<file path="config.mk">
export PLATFORM = sky130hd
export DESIGN_NAME = udirc_top
export DESIGN_NICKNAME = d
export VERILOG_FILES = /design/src/hw/udirc_pkg.sv /design/src/hw/udirc_sync3.sv /design/src/hw/udirc_top.sv
export SDC_FILE = /design/constraint.sdc
export NUM_CORES = 1
export LEC_CHECK = 0
export ABC_AREA = 0
export ABC_CLOCK_PERIOD_IN_PS = 2400
export BUFFER_PORTS_ARGS = -buffer_cell sky130_fd_sc_hd__clkbuf_2
export CAP_MARGIN = 0
export CORE_AREA = 10 10 84 86
export CTS_BUF_LIST = sky130_fd_sc_hd__clkbuf_4 sky130_fd_sc_hd__clkbuf_8
export CTS_CLUSTER_DIAMETER = 200
export DETAILED_ROUTE_END_ITERATION = 10
export DIE_AREA = 0 0 94 96
export PLACE_DENSITY = 0.75
export REMOVE_ABC_BUFFERS = 1
export SYNTH_ARGS = -nofsm -noshare
export SYNTH_HDL_FRONTEND = slang
export SYNTH_SLANG_ARGS = --single-unit
</file>
<file path="constraint.sdc">
create_clock -name clk_i -period 2.4 [get_ports clk_i]
set_clock_uncertainty 0.15 [all_clocks]
set_input_delay 0.72 -clock clk_i [delete_from_list [all_inputs] [get_ports clk_i]]
set_output_delay 0.72 -clock clk_i [all_outputs]
set_load 0.02 [all_outputs]
</file>
<file path="src/hw/udirc_pkg.sv">
/*
 * Package for the serial channel request-gating block: register offsets,
 * field positions, reset values and the carrier structs.
 * Assumes a 32-bit classic Wishbone register bus and one clock domain.
 */
package udirc_pkg;

    // Register byte offsets
    localparam logic [7:0] OFS_CTRL   = 8'h00;
    localparam logic [7:0] OFS_STATUS = 8'h04;
    localparam logic [7:0] OFS_MASK   = 8'h08;
    localparam logic [7:0] OFS_CHANGE = 8'h0C;

    // Control register fields
    localparam int CTL_TX_DMA   = 15;
    localparam int CTL_RX_DMA   = 14;
    localparam int CTL_TX_IRQ   = 13;
    localparam int CTL_RX_IRQ   = 12;
    localparam int CTL_SPEC_ERR = 11;
    localparam int CTL_CTS_HI   = 10;
    localparam int CTL_CTS_LO   = 9;
    localparam int CTL_OVR_M    = 5;
    localparam int CTL_CTS_M    = 4;
    localparam int CTL_BRKS_M   = 3;
    localparam int CTL_TXSP_M   = 2;
    localparam int CTL_ALLS_M   = 1;
    localparam int CTL_BRKD_M   = 0;
    localparam logic [31:0] CTL_WMASK = 32'h0000FE3F;
    localparam logic [31:0] CTL_RESET = 32'h00000000;

    // Status register fields
    localparam int ST_BREAK = 15;
    localparam int ST_ERRF  = 10;
    localparam int ST_TOUT  = 9;
    localparam int ST_TDIS  = 8;
    localparam int ST_RDIS  = 7;
    localparam int ST_CHGF  = 6;
    localparam logic [31:0] ST_STICKY = 32'h00000640;
    localparam logic [31:0] MASK_RESET = 32'h00000000;

    // Status change register fields
    localparam int CH_OERS  = 5;
    localparam int CH_CTSS  = 4;
    localparam int CH_RBRKD = 3;
    localparam int CH_TRDY  = 2;
    localparam int CH_TXALS = 1;
    localparam int CH_UBRKD = 0;

    // CTS condition select codes
    localparam logic [1:0] CTS_OFF  = 2'h0;
    localparam logic [1:0] CTS_RISE = 2'h1;
    localparam logic [1:0] CTS_FALL = 2'h2;
    localparam logic [1:0] CTS_BOTH = 2'h3;

    // Channel events from the serial core
    typedef struct packed {
        logic frame_err;
        logic parity_err;
        logic overrun_err;
        logic rx_timeout;
        logic break_detect;
        logic break_state;
        logic tx_space;
        logic rx_data;
        logic all_sent;
    } udirc_evt_t;

    // Requests to the interrupt and DMA controllers
    typedef struct packed {
        logic tx_dma;
        logic rx_dma;
        logic tx_interrupt;
        logic rx_interrupt;
        logic exception_interrupt;
    } udirc_req_t;

endpackage

</file>
<file path="src/hw/udirc_sync3.sv">
/*
 * Three-stage input synchroniser with agreement filter.
 * Assumes the input is asynchronous to clk_i; the output moves only
 * when the second and third stages agree.
 */
`timescale 1ns/1ns
module udirc_sync3 #(
    parameter logic RESET_VAL = 1'b0
) (
    // Clock and reset
    input  wire logic clk_i,
    input  wire logic rst_i,
    // Pin and filtered level
    input  wire logic pin_i,
    output logic      level_o
);

    logic s1_q;
    logic s2_q;
    logic s3_q;
    logic level_q;
    logic level_d;

    always_comb begin
        level_d = level_q;
        if (s2_q == s3_q) begin
            level_d = s3_q;
        end
    end

    always_ff @(posedge clk_i) begin
        if (rst_i) begin
            s1_q    <= RESET_VAL;
            s2_q    <= RESET_VAL;
            s3_q    <= RESET_VAL;
            level_q <= RESET_VAL;
        end else begin
            s1_q    <= pin_i;
            s2_q    <= s1_q;
            s3_q    <= s2_q;
            level_q <= level_d;
        end
    end

    assign level_o = level_q;

endmodule

</file>
<file path="src/hw/udirc_top.sv">
/*
 * Request gating for one serial channel: control, status, mask and
 * status change registers on classic Wishbone, DMA and interrupt requests.
 * Assumes event inputs on clk_i, except cts_pin_i which is asynchronous.
 */
// Added by the designer: the Wishbone slave port and the register addresses.
// Functional notes
// Transmit DMA request follows transmit FIFO free space when enabled.
// Receive DMA request follows receive FIFO data when enabled.
// Transmit interrupt follows transmit FIFO free space when enabled.
// Receive error or timeout: receive irq without DMA, else exception.
// Special error enable routes receive errors to exception interrupt.
// CTS select: 00 off, 01 rising, 10 falling, 11 both edges.
// Overrun mask: overrun raises exception and sets status-change flag.
// CTS mask: qualifying CTS edge raises exception, sets change flag.
// Break-state mask gates exception and flag for line in break.
// Break-detect mask gates exception and flag for break detection.
// Software keeps both break masks equal.
// Break detected with either break mask set gives exception at once.
// Transmit-space mask: free space raises exception, sets flag.
// All-sent mask: transmission complete raises exception, sets flag.
// Break masks do not affect the status change register.
// Status-change flag sets on any change of an enabled condition; break state, tx space and all sent set it only when they become true.
// Frame, parity or overrun error sets the error interrupt flag.
// Each request output is a level held while its cause remains.
`timescale 1ns/1ns
module udirc_top (
    // Clock and reset
    input  wire logic                clk_i,
    input  wire logic                rst_i,
    // Wishbone slave
    input  wire logic                cyc_i,
    input  wire logic                stb_i,
    input  wire logic                we_i,
    input  wire logic [7:0]          adr_i,
    input  wire logic [3:0]          sel_i,
    input  wire logic [31:0]         dat_i,
    output logic      [31:0]         dat_o,
    output logic                     ack_o,
    // Channel events and CTS pin
    input  wire udirc_pkg::udirc_evt_t evt_i,
    input  wire logic                cts_pin_i,
    // Requests and summary interrupt
    output udirc_pkg::udirc_req_t    req_o,
    output logic                     irq_o
);

    logic [31:0]           ctrl_q;
    logic [31:0]           ctrl_d;
    logic [31:0]           mask_q;
    logic [31:0]           mask_d;
    logic [31:0]           stat_q;
    logic [31:0]           stat_d;
    logic                  oers_q;
    logic                  oers_d;
    logic                  ubrkd_q;
    logic                  ubrkd_d;
    logic [31:0]           rdat_q;
    logic [31:0]           rdat_d;
    logic                  ack_q;
    logic                  ack_d;
    logic [3:0]            prev_q;
    logic [3:0]            prev_d;
    logic                  irq_q;
    logic                  irq_d;
    udirc_pkg::udirc_req_t req_q;
    udirc_pkg::udirc_req_t req_d;
    logic                  cts_lvl;
    logic                  cts_rise;
    logic                  cts_fall;
    logic                  cts_evt;
    logic                  rx_err;
    logic                  change_evt;
    logic                  wr_take;
    logic                  rd_take;
    logic [31:0]           wmask;
    logic [31:0]           live_stat;
    logic [31:0]           live_chg;

    // CTS pin synchroniser
    udirc_sync3 #(
        .RESET_VAL (1'b0)
    ) u_cts_sync (
        .clk_i   (clk_i),
        .rst_i   (rst_i),
        .pin_i   (cts_pin_i),
        .level_o (cts_lvl)
    );

    // Edge sources: cts, break state, tx space, all sent
    assign cts_rise = cts_lvl & ~prev_q[0];
    assign cts_fall = ~cts_lvl & prev_q[0];

    always_comb begin
        cts_evt = 1'b0;
        case (ctrl_q[udirc_pkg::CTL_CTS_HI:udirc_pkg::CTL_CTS_LO])
            udirc_pkg::CTS_OFF:  cts_evt = 1'b0;
            udirc_pkg::CTS_RISE: cts_evt = cts_rise;
            udirc_pkg::CTS_FALL: cts_evt = cts_fall;
            udirc_pkg::CTS_BOTH: cts_evt = cts_rise | cts_fall;
            default:             cts_evt = 1'b0;
        endcase
    end

    assign rx_err = evt_i.frame_err | evt_i.parity_err
                  | evt_i.overrun_err;

    // Masked status changes that set the status-change flag
    assign change_evt =
          (ctrl_q[udirc_pkg::CTL_OVR_M] & evt_i.overrun_err)
        | (ctrl_q[udirc_pkg::CTL_CTS_M] & cts_evt)
        | (ctrl_q[udirc_pkg::CTL_BRKS_M] & evt_i.break_state
           & ~prev_q[1])
        | (ctrl_q[udirc_pkg::CTL_BRKD_M] & evt_i.break_detect)
        | (ctrl_q[udirc_pkg::CTL_TXSP_M] & evt_i.tx_space
           & ~prev_q[2])
        | (ctrl_q[udirc_pkg::CTL_ALLS_M] & evt_i.all_sent
           & ~prev_q[3]);

    // Bus handshake: answer one cycle after the request, act at the ack
    assign wr_take = cyc_i & stb_i & we_i & ack_q;
    assign rd_take = cyc_i & stb_i & ~we_i & ack_q;
    assign wmask   = {{8{sel_i[3]}}, {8{sel_i[2]}},
                      {8{sel_i[1]}}, {8{sel_i[0]}}};

    always_comb begin
        live_stat = stat_q;
        live_stat[udirc_pkg::ST_BREAK] = evt_i.break_state;
        live_stat[udirc_pkg::ST_TDIS]  = evt_i.tx_space;
        live_stat[udirc_pkg::ST_RDIS]  = evt_i.rx_data;
        live_chg = 32'h00000000;
        live_chg[udirc_pkg::CH_OERS]  = oers_q;
        live_chg[udirc_pkg::CH_CTSS]  = cts_lvl;
        live_chg[udirc_pkg::CH_RBRKD] = evt_i.break_state;
        live_chg[udirc_pkg::CH_TRDY]  = evt_i.tx_space;
        live_chg[udirc_pkg::CH_TXALS] = evt_i.all_sent;
        live_chg[udirc_pkg::CH_UBRKD] = ubrkd_q;
    end

    always_comb begin
        ack_d  = cyc_i & stb_i & ~ack_q;
        rdat_d = rdat_q;
        if (cyc_i && stb_i && !ack_q) begin
            if (adr_i == udirc_pkg::OFS_CTRL) begin
                rdat_d = ctrl_q;
            end else if (adr_i == udirc_pkg::OFS_STATUS) begin
                rdat_d = live_stat;
            end else if (adr_i == udirc_pkg::OFS_MASK) begin
                rdat_d = mask_q;
            end else if (adr_i == udirc_pkg::OFS_CHANGE) begin
                rdat_d = live_chg;
            end else begin
                rdat_d = 32'h00000000;
            end
        end
    end

    // Register file; hardware set wins over software clear
    always_comb begin
        ctrl_d  = ctrl_q;
        mask_d  = mask_q;
        stat_d  = stat_q;
        oers_d  = oers_q;
        ubrkd_d = ubrkd_q;
        if (wr_take && adr_i == udirc_pkg::OFS_CTRL) begin
            ctrl_d = (ctrl_q & ~(wmask & udirc_pkg::CTL_WMASK))
                   | (dat_i & wmask & udirc_pkg::CTL_WMASK);
        end else if (wr_take && adr_i == udirc_pkg::OFS_MASK) begin
            mask_d = (mask_q & ~(wmask & udirc_pkg::ST_STICKY))
                   | (dat_i & wmask & udirc_pkg::ST_STICKY);
        end else if (wr_take && adr_i == udirc_pkg::OFS_CHANGE) begin
            if (sel_i[0] && !dat_i[udirc_pkg::CH_OERS]) begin
                oers_d = 1'b0;
            end
            if (sel_i[0] && !dat_i[udirc_pkg::CH_UBRKD]) begin
                ubrkd_d = 1'b0;
            end
        end
        if (rd_take && adr_i == udirc_pkg::OFS_STATUS) begin
            stat_d = stat_q & ~(rdat_q & udirc_pkg::ST_STICKY);
        end
        if (rx_err) begin
            stat_d[udirc_pkg::ST_ERRF] = 1'b1;
        end
        if (evt_i.rx_timeout) begin
            stat_d[udirc_pkg::ST_TOUT] = 1'b1;
        end
        if (change_evt) begin
            stat_d[udirc_pkg::ST_CHGF] = 1'b1;
        end
        if (evt_i.overrun_err) begin
            oers_d = 1'b1;
        end
        if (evt_i.break_detect) begin
            ubrkd_d = 1'b1;
        end
        prev_d = {evt_i.all_sent, evt_i.tx_space,
                  evt_i.break_state, cts_lvl};
    end

    // Request levels toward the interrupt and DMA controllers
    always_comb begin
        req_d = '0;
        req_d.tx_dma = ctrl_q[udirc_pkg::CTL_TX_DMA]
                     & evt_i.tx_space;
        req_d.rx_dma = ctrl_q[udirc_pkg::CTL_RX_DMA]
                     & evt_i.rx_data;
        req_d.tx_interrupt = ctrl_q[udirc_pkg::CTL_TX_IRQ]
                           & evt_i.tx_space;
        req_d.rx_interrupt = ctrl_q[udirc_pkg::CTL_RX_IRQ]
                           & ~ctrl_q[udirc_pkg::CTL_RX_DMA]
                           & (stat_q[udirc_pkg::ST_ERRF]
                              | stat_q[udirc_pkg::ST_TOUT]);
        req_d.exception_interrupt =
              (ctrl_q[udirc_pkg::CTL_RX_IRQ]
               & ctrl_q[udirc_pkg::CTL_RX_DMA]
               & (stat_q[udirc_pkg::ST_ERRF]
                  | stat_q[udirc_pkg::ST_TOUT]))
            | (ctrl_q[udirc_pkg::CTL_SPEC_ERR]
               & stat_q[udirc_pkg::ST_ERRF])
            | stat_q[udirc_pkg::ST_CHGF]
            | ((ctrl_q[udirc_pkg::CTL_BRKS_M]
                | ctrl_q[udirc_pkg::CTL_BRKD_M])
               & (evt_i.break_detect | ubrkd_q
                  | evt_i.break_state));
        irq_d = |(stat_q & mask_q);
    end

    always_ff @(posedge clk_i) begin
        if (rst_i) begin
            ctrl_q  <= udirc_pkg::CTL_RESET;
            mask_q  <= udirc_pkg::MASK_RESET;
            stat_q  <= 32'h00000000;
            oers_q  <= 1'b0;
            ubrkd_q <= 1'b0;
            rdat_q  <= 32'h00000000;
            ack_q   <= 1'b0;
            prev_q  <= 4'h0;
            req_q   <= '0;
            irq_q   <= 1'b0;
        end else begin
            ctrl_q  <= ctrl_d;
            mask_q  <= mask_d;
            stat_q  <= stat_d;
            oers_q  <= oers_d;
            ubrkd_q <= ubrkd_d;
            rdat_q  <= rdat_d;
            ack_q   <= ack_d;
            prev_q  <= prev_d;
            req_q   <= req_d;
            irq_q   <= irq_d;
        end
    end

    assign dat_o = rdat_q;
    assign ack_o = ack_q;
    assign req_o = req_q;
    assign irq_o = irq_q;
endmodule

</file>
======== After elaboration in Yosys (flattened, before gate mapping) ========
Index checks and enable logic that the tools add are counted.
word-level totals
  flip-flop bits (word level) ............. 145
  bits in latches ......................... 0
  bits in writable memories ............... 0
  memory bits (read-only) ................. 0
  memories kept ........................... 0
cells by class
  add/sub/neg operators ................... 0
  $mul .................................... 0
  divide/modulo/power cells ............... 0
  order comparisons ....................... 0
  equal/unequal tests ..................... 11
  shift-type cells ........................ 0
  multiplexer cells ....................... 19
  bitwise logic cells ..................... 60
  reduce and logical (&&, ||, !) cells .... 24
operators by type and width
  operator              count
  $and A32 B32 Y32      4
  $mux W32              3
  $not A11 Y32          2
  $not A16 Y32          1
  $or A32 B11 Y32       1
  $or A32 B16 Y32       1
  $reduce_or A32 Y1     1
  $and A1 B1 Y1         26
  $and A16 B16 Y16      1
  $eq A8 B4 Y1 const B  2
  $or A1 B1 Y1          15
  $reduce_bool A2 Y1    7
  $mux W1               13
  $mux W11              1
  $not A1 Y1            9
  $eq A8 B3 Y1 const B  1
  $logic_and A1 B1 Y1   8
  $logic_not A8 Y1      1
  $ne A2 B2 Y1 const B  4
  $reduce_and A4 Y1     2
  $mux W6               1
  $eq A2 B2 Y1 const B  2
  $pmux W1 S4           1
  $logic_not A1 Y1      3
  4 further kinds       4

======== Depth between registers and ports, before layout ========
Gate-level depths: netlist of the first run.
  word-level depth ........................ 11
  mapped depth ............................ 6
  gate-level depth less buffers ........... 6

======== Modules after synthesis ========
A second synthesis of the first run with hierarchy kept.
unflattened totals
  cells, all modules ...................... 278
  area total of the unflattened synthesis .. 2,372.3 µm²
by module, submodules not included
  module       instances  cells an instance  area an instance (µm²)  seq. area each (µm²)
  udirc_top    1          268                2,259.7                 960.9
  udirc_sync3  1          10                 112.6                   80.1

======== Least setup slack after synthesis of the first run ========
OpenSTA, ideal clock, no wires.
  path kind ............................... input to register
  from .................................... input port adr_i[1]
  to ...................................... register with a tool-made name
  setup time .............................. 132 ps
  arrival time ............................ 2,146 ps
  data required time ...................... 2,118 ps
  path slack .............................. -28 ps
  stages on the path ...................... 6
  cells stage by stage .................... or4_4 buf_6 or4_4 buf_6 o21ai_1 a21oi_1
RTL lines
  what         line             RTL
  from (decl)  udirc_top.sv:35  input wire logic [7:0] adr_i,

==> impl_metrics.ini, run 1 <==
[sta]
finalCritPeriodShare_pct = 91.02
timing_hold_violations_final = 0
fmax_mhz = 457.8
worst_hold_slack_ps = 292.3
finalSetupViolCount = 0
slew_violations = 0
min_cycle_time_layout_ps = 2185
final.setup.tns_ps = 0
rsz0062_at_grt = false

[synth]
synthesis.area_um2 = 2292
register_area_share_after_synthesis_pct = 45.41
synth.yosys.warnings = 0
synth_top_family_by_area = simple AND/OR/NAND/NOR gates
synthMuxAreaShare_pct = 1.747
synth_edf_count = 0
ys_seq_elements = 52
synth_compound_area_share_pct = 17.85
synth_fa_ha_area_share_pct = 1.092
synth_xor_xnor_area_share_pct = 0
yosys.cell_types.count = 44
synth_simple_gate_area_share_pct = 24.02
synth.avg_cell_area_um2 = 8.585
synthCells = 267
yosys_most_used_dff = dfxtp_1
synth_async_sr_flop_share_pct = 0

[route]
drtAntennaViolNets = 0
drt_wl_total_um = 6582
detailedRoute.firstIterationViolations = 142
drt_pre_antenna_iters = 4
via_per_inst = 5.274
vias = 2136
post_drt_wl_per_cell_um = 16.25
drcViolationCount = 0

[min_path]
hold_class = flip-flop to flip-flop
min_path_cells = 1

[global_route]
initial_antenna_violation_count = 0
grt_pass1_vias = 2152
wire_length_of_the_first_global_routing_pass_um = 10460
largest_net_degree_at_the_start_of_global_routing = 47
grt_remaining_overflow = 0
overall_fraction_of_global_route_tracks_in_use_pct = 14.52

[floorplan]
die-height_um = 96
die_area_um2 = 9024
initial_core_utilization_pct = 42.41
floorplan.die.width_um = 94
placement_rows = 27
coreArea_um2 = 5405
io-pin-count = 98

[worst_setup_path]
crit-reg2reg-launch = ack_o$_SDFF_PP0_
path_common_cell = or4_4
crit-reg2reg-capture = ubrkd_q$_SDFFE_PP0P_
crit_fanout = 13
worst_setup_path_startpoint = adr_i[1]
criticalPathCategory = primary input to flip-flop
ff2ff_path_depth = 4
critical_path_cell_count = 5
endpoint_kind = flip-flop
crit_buf_inv = 1
cp_top_family = simple AND/OR/NAND/NOR gates
crit_path_start_kind = primary input
crit_arrival_ps = 2230
cpMaxStageDelayCell = or4_4
timing.critical_path.slowest_cell_delay_ps = 570
setup.reg_to_reg.worst_slack_ps = 770
cp_data_required_time_ps = 2440
crit_path_cell_trace = clkbuf_2 > or4_4 > or4_4 > o21ai_0 > a21oi_1

[cts]
tritoncts_num_sinks = 52
cts_max_level = 2
clock_insertion_delay_worst_skew_ps = 300
postCtsSetupRepairBufs = 0
clock-root-buffer = clkbuf_8
cts-buffers-inserted = 5
cts-hold-fix-buffers = 0
cts_tree = built
post_cts.resized_instances = 0
worst_case_clock_buffer_depth = 2
path_clk_slew_ps = 80

[place]
place.gp.congestion = 0.8268
placed_cell_area_um2 = 2685
dp.final_hpwl_um = 5043
port-buffer-count = 61

[finish]
fillCellCount = 546
finish.instance_area_um2 = 2784
n_antenna_cell = 0
layout_net_count = 395
flow.area_growth_from_synthesis_pct = 21.45
fraction_of_final_layout_cells_with_drive_strength_greater_than_1_pct = 27.03

[flow_run]
maxcap_violations = 0

[outcome]
status = complete, no violations

[power]
power_per_cell_area_nw_per_um2 = 571.2
worst_ir_drop_vdd_mv = 0.3664
total_leakage_power_nw = 1.142
power_mw = 1.590
==> per-layer routing <==
metal  global-route usage [%]  wire length, um  vias to the layer above  part of all wire, %
met3                    4.280              560                       10                  8.5
li1                         -                -                     1047                    -
met2                    24.08             3132                       85                   48
met1                    17.39             2789                      994                   42
met5                        0                0                        -                    0
met4                    5.570              100                        0                  1.5
==> per-stage QoR <==
step	util, %	cells	setup WS, ps
final	51.50	405	215.5
after global routing	51.50	405	143.3
after CTS	51.50	405	220.0
after detailed placement	49.68	399	-104.3
after global placement	49.68	399	-46.55
after floorplan	-	251	65.47
==> power by group <==
group	internal, mW	switching (mW)
Clock	0.300	0.274
Combinational	0.0485	0.0880
Sequential	0.872	0.00807
==> cells in the mapped netlist, types with 7 or more instances <==
library cell,number,area share (%)
nor2b_1,7,1.9
dfxtp_1,52,45
nand2_1,27,4.4
clkbuf_1,8,1.3
a21oi_1,28,6.1
nor2_1,16,2.6
buf_4,17,5.6
inv_1,7,1.1
o21ai_1,10,2.2
a22oi_1,7,2.3
o21ai_0,9,2.0
nand3_1,27,5.9
==> worst min path at each step <==
stage | start | end
2_1_floorplan | u_cts_sync.s1_q$_SDFF_PP0_ | u_cts_sync.s2_q$_SDFF_PP0_
3_3_place_gp | u_cts_sync.s1_q$_SDFF_PP0_ | u_cts_sync.s2_q$_SDFF_PP0_
3_5_place_dp | u_cts_sync.s1_q$_SDFF_PP0_ | u_cts_sync.s2_q$_SDFF_PP0_
4_1_cts | u_cts_sync.s1_q$_SDFF_PP0_ | u_cts_sync.s2_q$_SDFF_PP0_
5_1_grt | u_cts_sync.s3_q$_SDFF_PP0_ | u_cts_sync.level_o$_SDFFE_PP0N_
6_report | u_cts_sync.s1_q$_SDFF_PP0_ | u_cts_sync.s2_q$_SDFF_PP0_
==> area by class of cell <==
cell class | count | area, um2 | share of cell area (%)
clock buffer | 5 | 68.82 | 2.472
multi-input combinational | 192 | 1085 | 38.97
timing repair buffer | 76 | 442.9 | 15.91
tap | 72 | 90.09 | 3.236
inverter | 7 | 26.28 | 0.9438
clock inverter | 1 | 30.03 | 1.079
sequential | 52 | 1041 | 37.39
==> cells in the final DEF, fill, tap and decap left out, drive strengths merged <==
cell type,instances
clkbuf,66
and3,3
nor4,5
or4b,1
nand3,27
bufinv,1
o211ai,1
and3b,1
mux2i,4
a21oi,28
a22oi,7
o2bb2ai,2
o32ai,1
nand3b,1
a32oi,1
or4,3
dfxtp,52
nand2,27
inv,7
nor2b,7
a211o,1
ha,2
o21ai,19
nand4bb,1
nand2b,1
a222oi,1
o221ai,1
nor2,16
a311oi,2
buf,15
nor4b,2
a211oi,2
or2,1
nor3,2
and2,3
a31oi,2
conb,16
o22ai,1
==> worst register-to-register path: stages (launching register included) <==
cell and delay [ps]:
dfxtp_1 400, and3_1 270, nand3_1 150, nor4_1 390
a211oi_1 130
==> logic make-up (layout without fill, tap and decap cells) <==
logic type	after synthesis	count (layout)
flops	52	52
fa+ha+maj	2	2
simple gates	101	101
other cells	1	16
compound gates	69	69
buf+inv	38	89
mux	4	4
No activity file was read; power rests on OpenSTA's default activity.
==> run 2: changes to the inputs <==
Settings changed: ABC_CLOCK_PERIOD_IN_PS 2400 to 2000.
Clock period 2.4 ns to 2 ns, I/O delays scaled along.
==> run 2 against run 1 <==
Effect of this change:
- critical path depth did not move
- global-route usage rose by 0.23 points
- routed wire length grew 0.47%
- sequential share of layout area shrank 0.92 points
- register-to-register slack got worse by 390 ps
- first-iteration DRC count increased by 49%
- clock power grew 32%
- via count up 1.1%
==> impl_metrics.ini, run 2 (same netlist as run 1, synthesis figures left out) <==
[floorplan]
placement_rows = 27
die-height_um = 96
coreArea_um2 = 5405
die_area_um2 = 9024
floorplan.die.width_um = 94
io-pin-count = 98
initial_core_utilization_pct = 42.41

[global_route]
largest_net_degree_at_the_start_of_global_routing = 47
overall_fraction_of_global_route_tracks_in_use_pct = 14.75
gr-usage-met3_pct = 5.292
grt-busiest-layer = met2
wire_length_of_the_first_global_routing_pass_um = 10680
grt_remaining_overflow = 0
initial_antenna_violation_count = 0
grt_pass1_vias = 2156
grt_util_met2_pct = 24.48
grtUsageMet1_pct = 17.64

[power]
total_switching_power_uw = 483.1
netSwitchingFraction_pct = 24.34
internal_power_mw = 1.502
logic_gate_share_of_total_power_pct = 8.6
fraction_of_power_consumed_by_sequential_logic_pct = 53.2
worst_ir_drop_vdd_mv = 0.3149
power_mw = 1.985
clock_power_share_pct = 38.1
total_leakage_power_nw = 1.179
power_per_cell_area_nw_per_um2 = 695.4

[finish]
layout.cells.most_common = clkbuf_2
multiInputGateArea_um2 = 1112
layout_net_count = 399
n_antenna_cell = 0
finish.instance_area_um2 = 2854
fillCellCount = 540
fraction_of_final_layout_cells_with_drive_strength_greater_than_1_pct = 28.91
flow.area_growth_from_synthesis_pct = 24.51
area.sequential_um2 = 1041
layout.cells.most_common_list = clkbuf_2, dfxtp_1, nand2_1, nand3_1, a21oi_1

[route]
drtAntennaViolNets = 0
detailedRoute.firstIterationViolations = 211
drt_pre_antenna_iters = 4
drt_wl_total_um = 6613
drcViolationCount = 0
via_per_inst = 5.255
vias = 2160
post_drt_wl_per_cell_um = 16.09

[cts]
cts-buffers-inserted = 5
path_clk_slew_ps = 100
cts_tree = built
tritoncts_num_sinks = 52
clock_insertion_delay_worst_skew_ps = 310
cts-hold-fix-buffers = 0
clock-root-buffer = clkbuf_8
cts_max_level = 2
worst_case_clock_buffer_depth = 2

[sta]
worst_hold_slack_ps = 298.4
rsz0062_at_grt = true
final.setup.tns_ps = 0
finalSetupViolCount = 0
finalCritPeriodShare_pct = 99.30
min_cycle_time_layout_ps = 1986
slew_violations = 0
fmax_mhz = 503.5
timing_hold_violations_final = 0
final_setup_margin_ps = 14.01

[worst_setup_path]
cpMaxStageDelayCell = or4_4
criticalPathCategory = primary input to flip-flop
crit_path_cell_trace = clkbuf_2 > or4_4 > or4_4 > o21ai_1 > a21oi_1
cp_data_required_time_ps = 2060
timing.critical_path.slowest_cell_delay_ps = 580
crit_fanout = 7
ff2ff_path_depth = 5
crit_arrival_ps = 2040
path_common_cell = or4_4
endpoint_kind = flip-flop
crit_path_start_kind = primary input

[place]
place.gp.congestion = 0.8685
placed_cell_area_um2 = 2708
port-buffer-count = 61
pre_cts_slack_ps = -382.3
dp.final_hpwl_um = 5004

[min_path]
hold_class = flip-flop to flip-flop
min_path_cells = 1

[outcome]
status = complete, no violations

[flow_run]
maxcap_violations = 0
-- run 2: cell count changes in the layout (fill, tap and decap cells not counted), sizes merged --
| cell | change |
|---|---|
| buf | +3 |
| clkbuf | +1 |
| inv | +1 |
| or4 | +1 |
-- run 2: worst paths after layout --
path	startpoint	endpoint	slack [ps]
worst max-delay path	adr_i[1]	flip-flop	10
worst min-delay path	u_cts_sync.s1_q$_SDFF_PP0_	u_cts_sync.s2_q$_SDFF_PP0_	300
worst max register to register	ack_o$_SDFF_PP0_	ubrkd_q$_SDFFE_PP0P_	380
worst min register to register	u_cts_sync.s1_q$_SDFF_PP0_	u_cts_sync.s2_q$_SDFF_PP0_	300
-- run 2: what timing repair did --
item                       CTS  global route
cloned                       0             1
resized for setup            3             5
setup endpoints to repair    3            20
buffers inserted             0             0
pin swaps                    0             0
-- run 2: power groups by stage --
stage                     sequential (mW)  clock [mW]  combinational [mW]
final                                1.06       0.757               0.171
after global routing                 1.06       0.811               0.185
after CTS                            1.06       0.775               0.166
after detailed placement             1.08           0               0.165
after global placement               1.08           0               0.162
after floorplan                      1.08           0              0.0639
-- run 2: worst max-delay path: cells and delay by family --
kind | cells | cell delay, ps
simple gates | 2 | 1100
compound gates | 2 | 260
buf+inv | 1 | 80
-- run 2: final cells by class --
type                       count  area share [%]
clock buffer                   6           2.674
clock inverter                 2           1.359
multi-input combinational    193           38.97
sequential                    52           36.48
timing repair buffer          79           16.44
tap                           72           3.157
inverter                       7          0.9206
-- run 2: metal layers --
layer | part of all wire [%] | vias to the layer above
met5 | 0 | -
met4 | 1.0 | 0
met3 | 8.8 | 9
met2 | 48 | 73
met1 | 42 | 1019
li1 | - | 1059
-- run 2: through the flow --
| step | utilization, % | std cells |
|---|---|---|
| after global placement | 50.09 | 402 |
| after floorplan | - | 251 |
| after detailed placement | 50.09 | 402 |
| after CTS | 52.22 | 410 |
| after global routing | 52.80 | 411 |
| final | 52.80 | 411 |
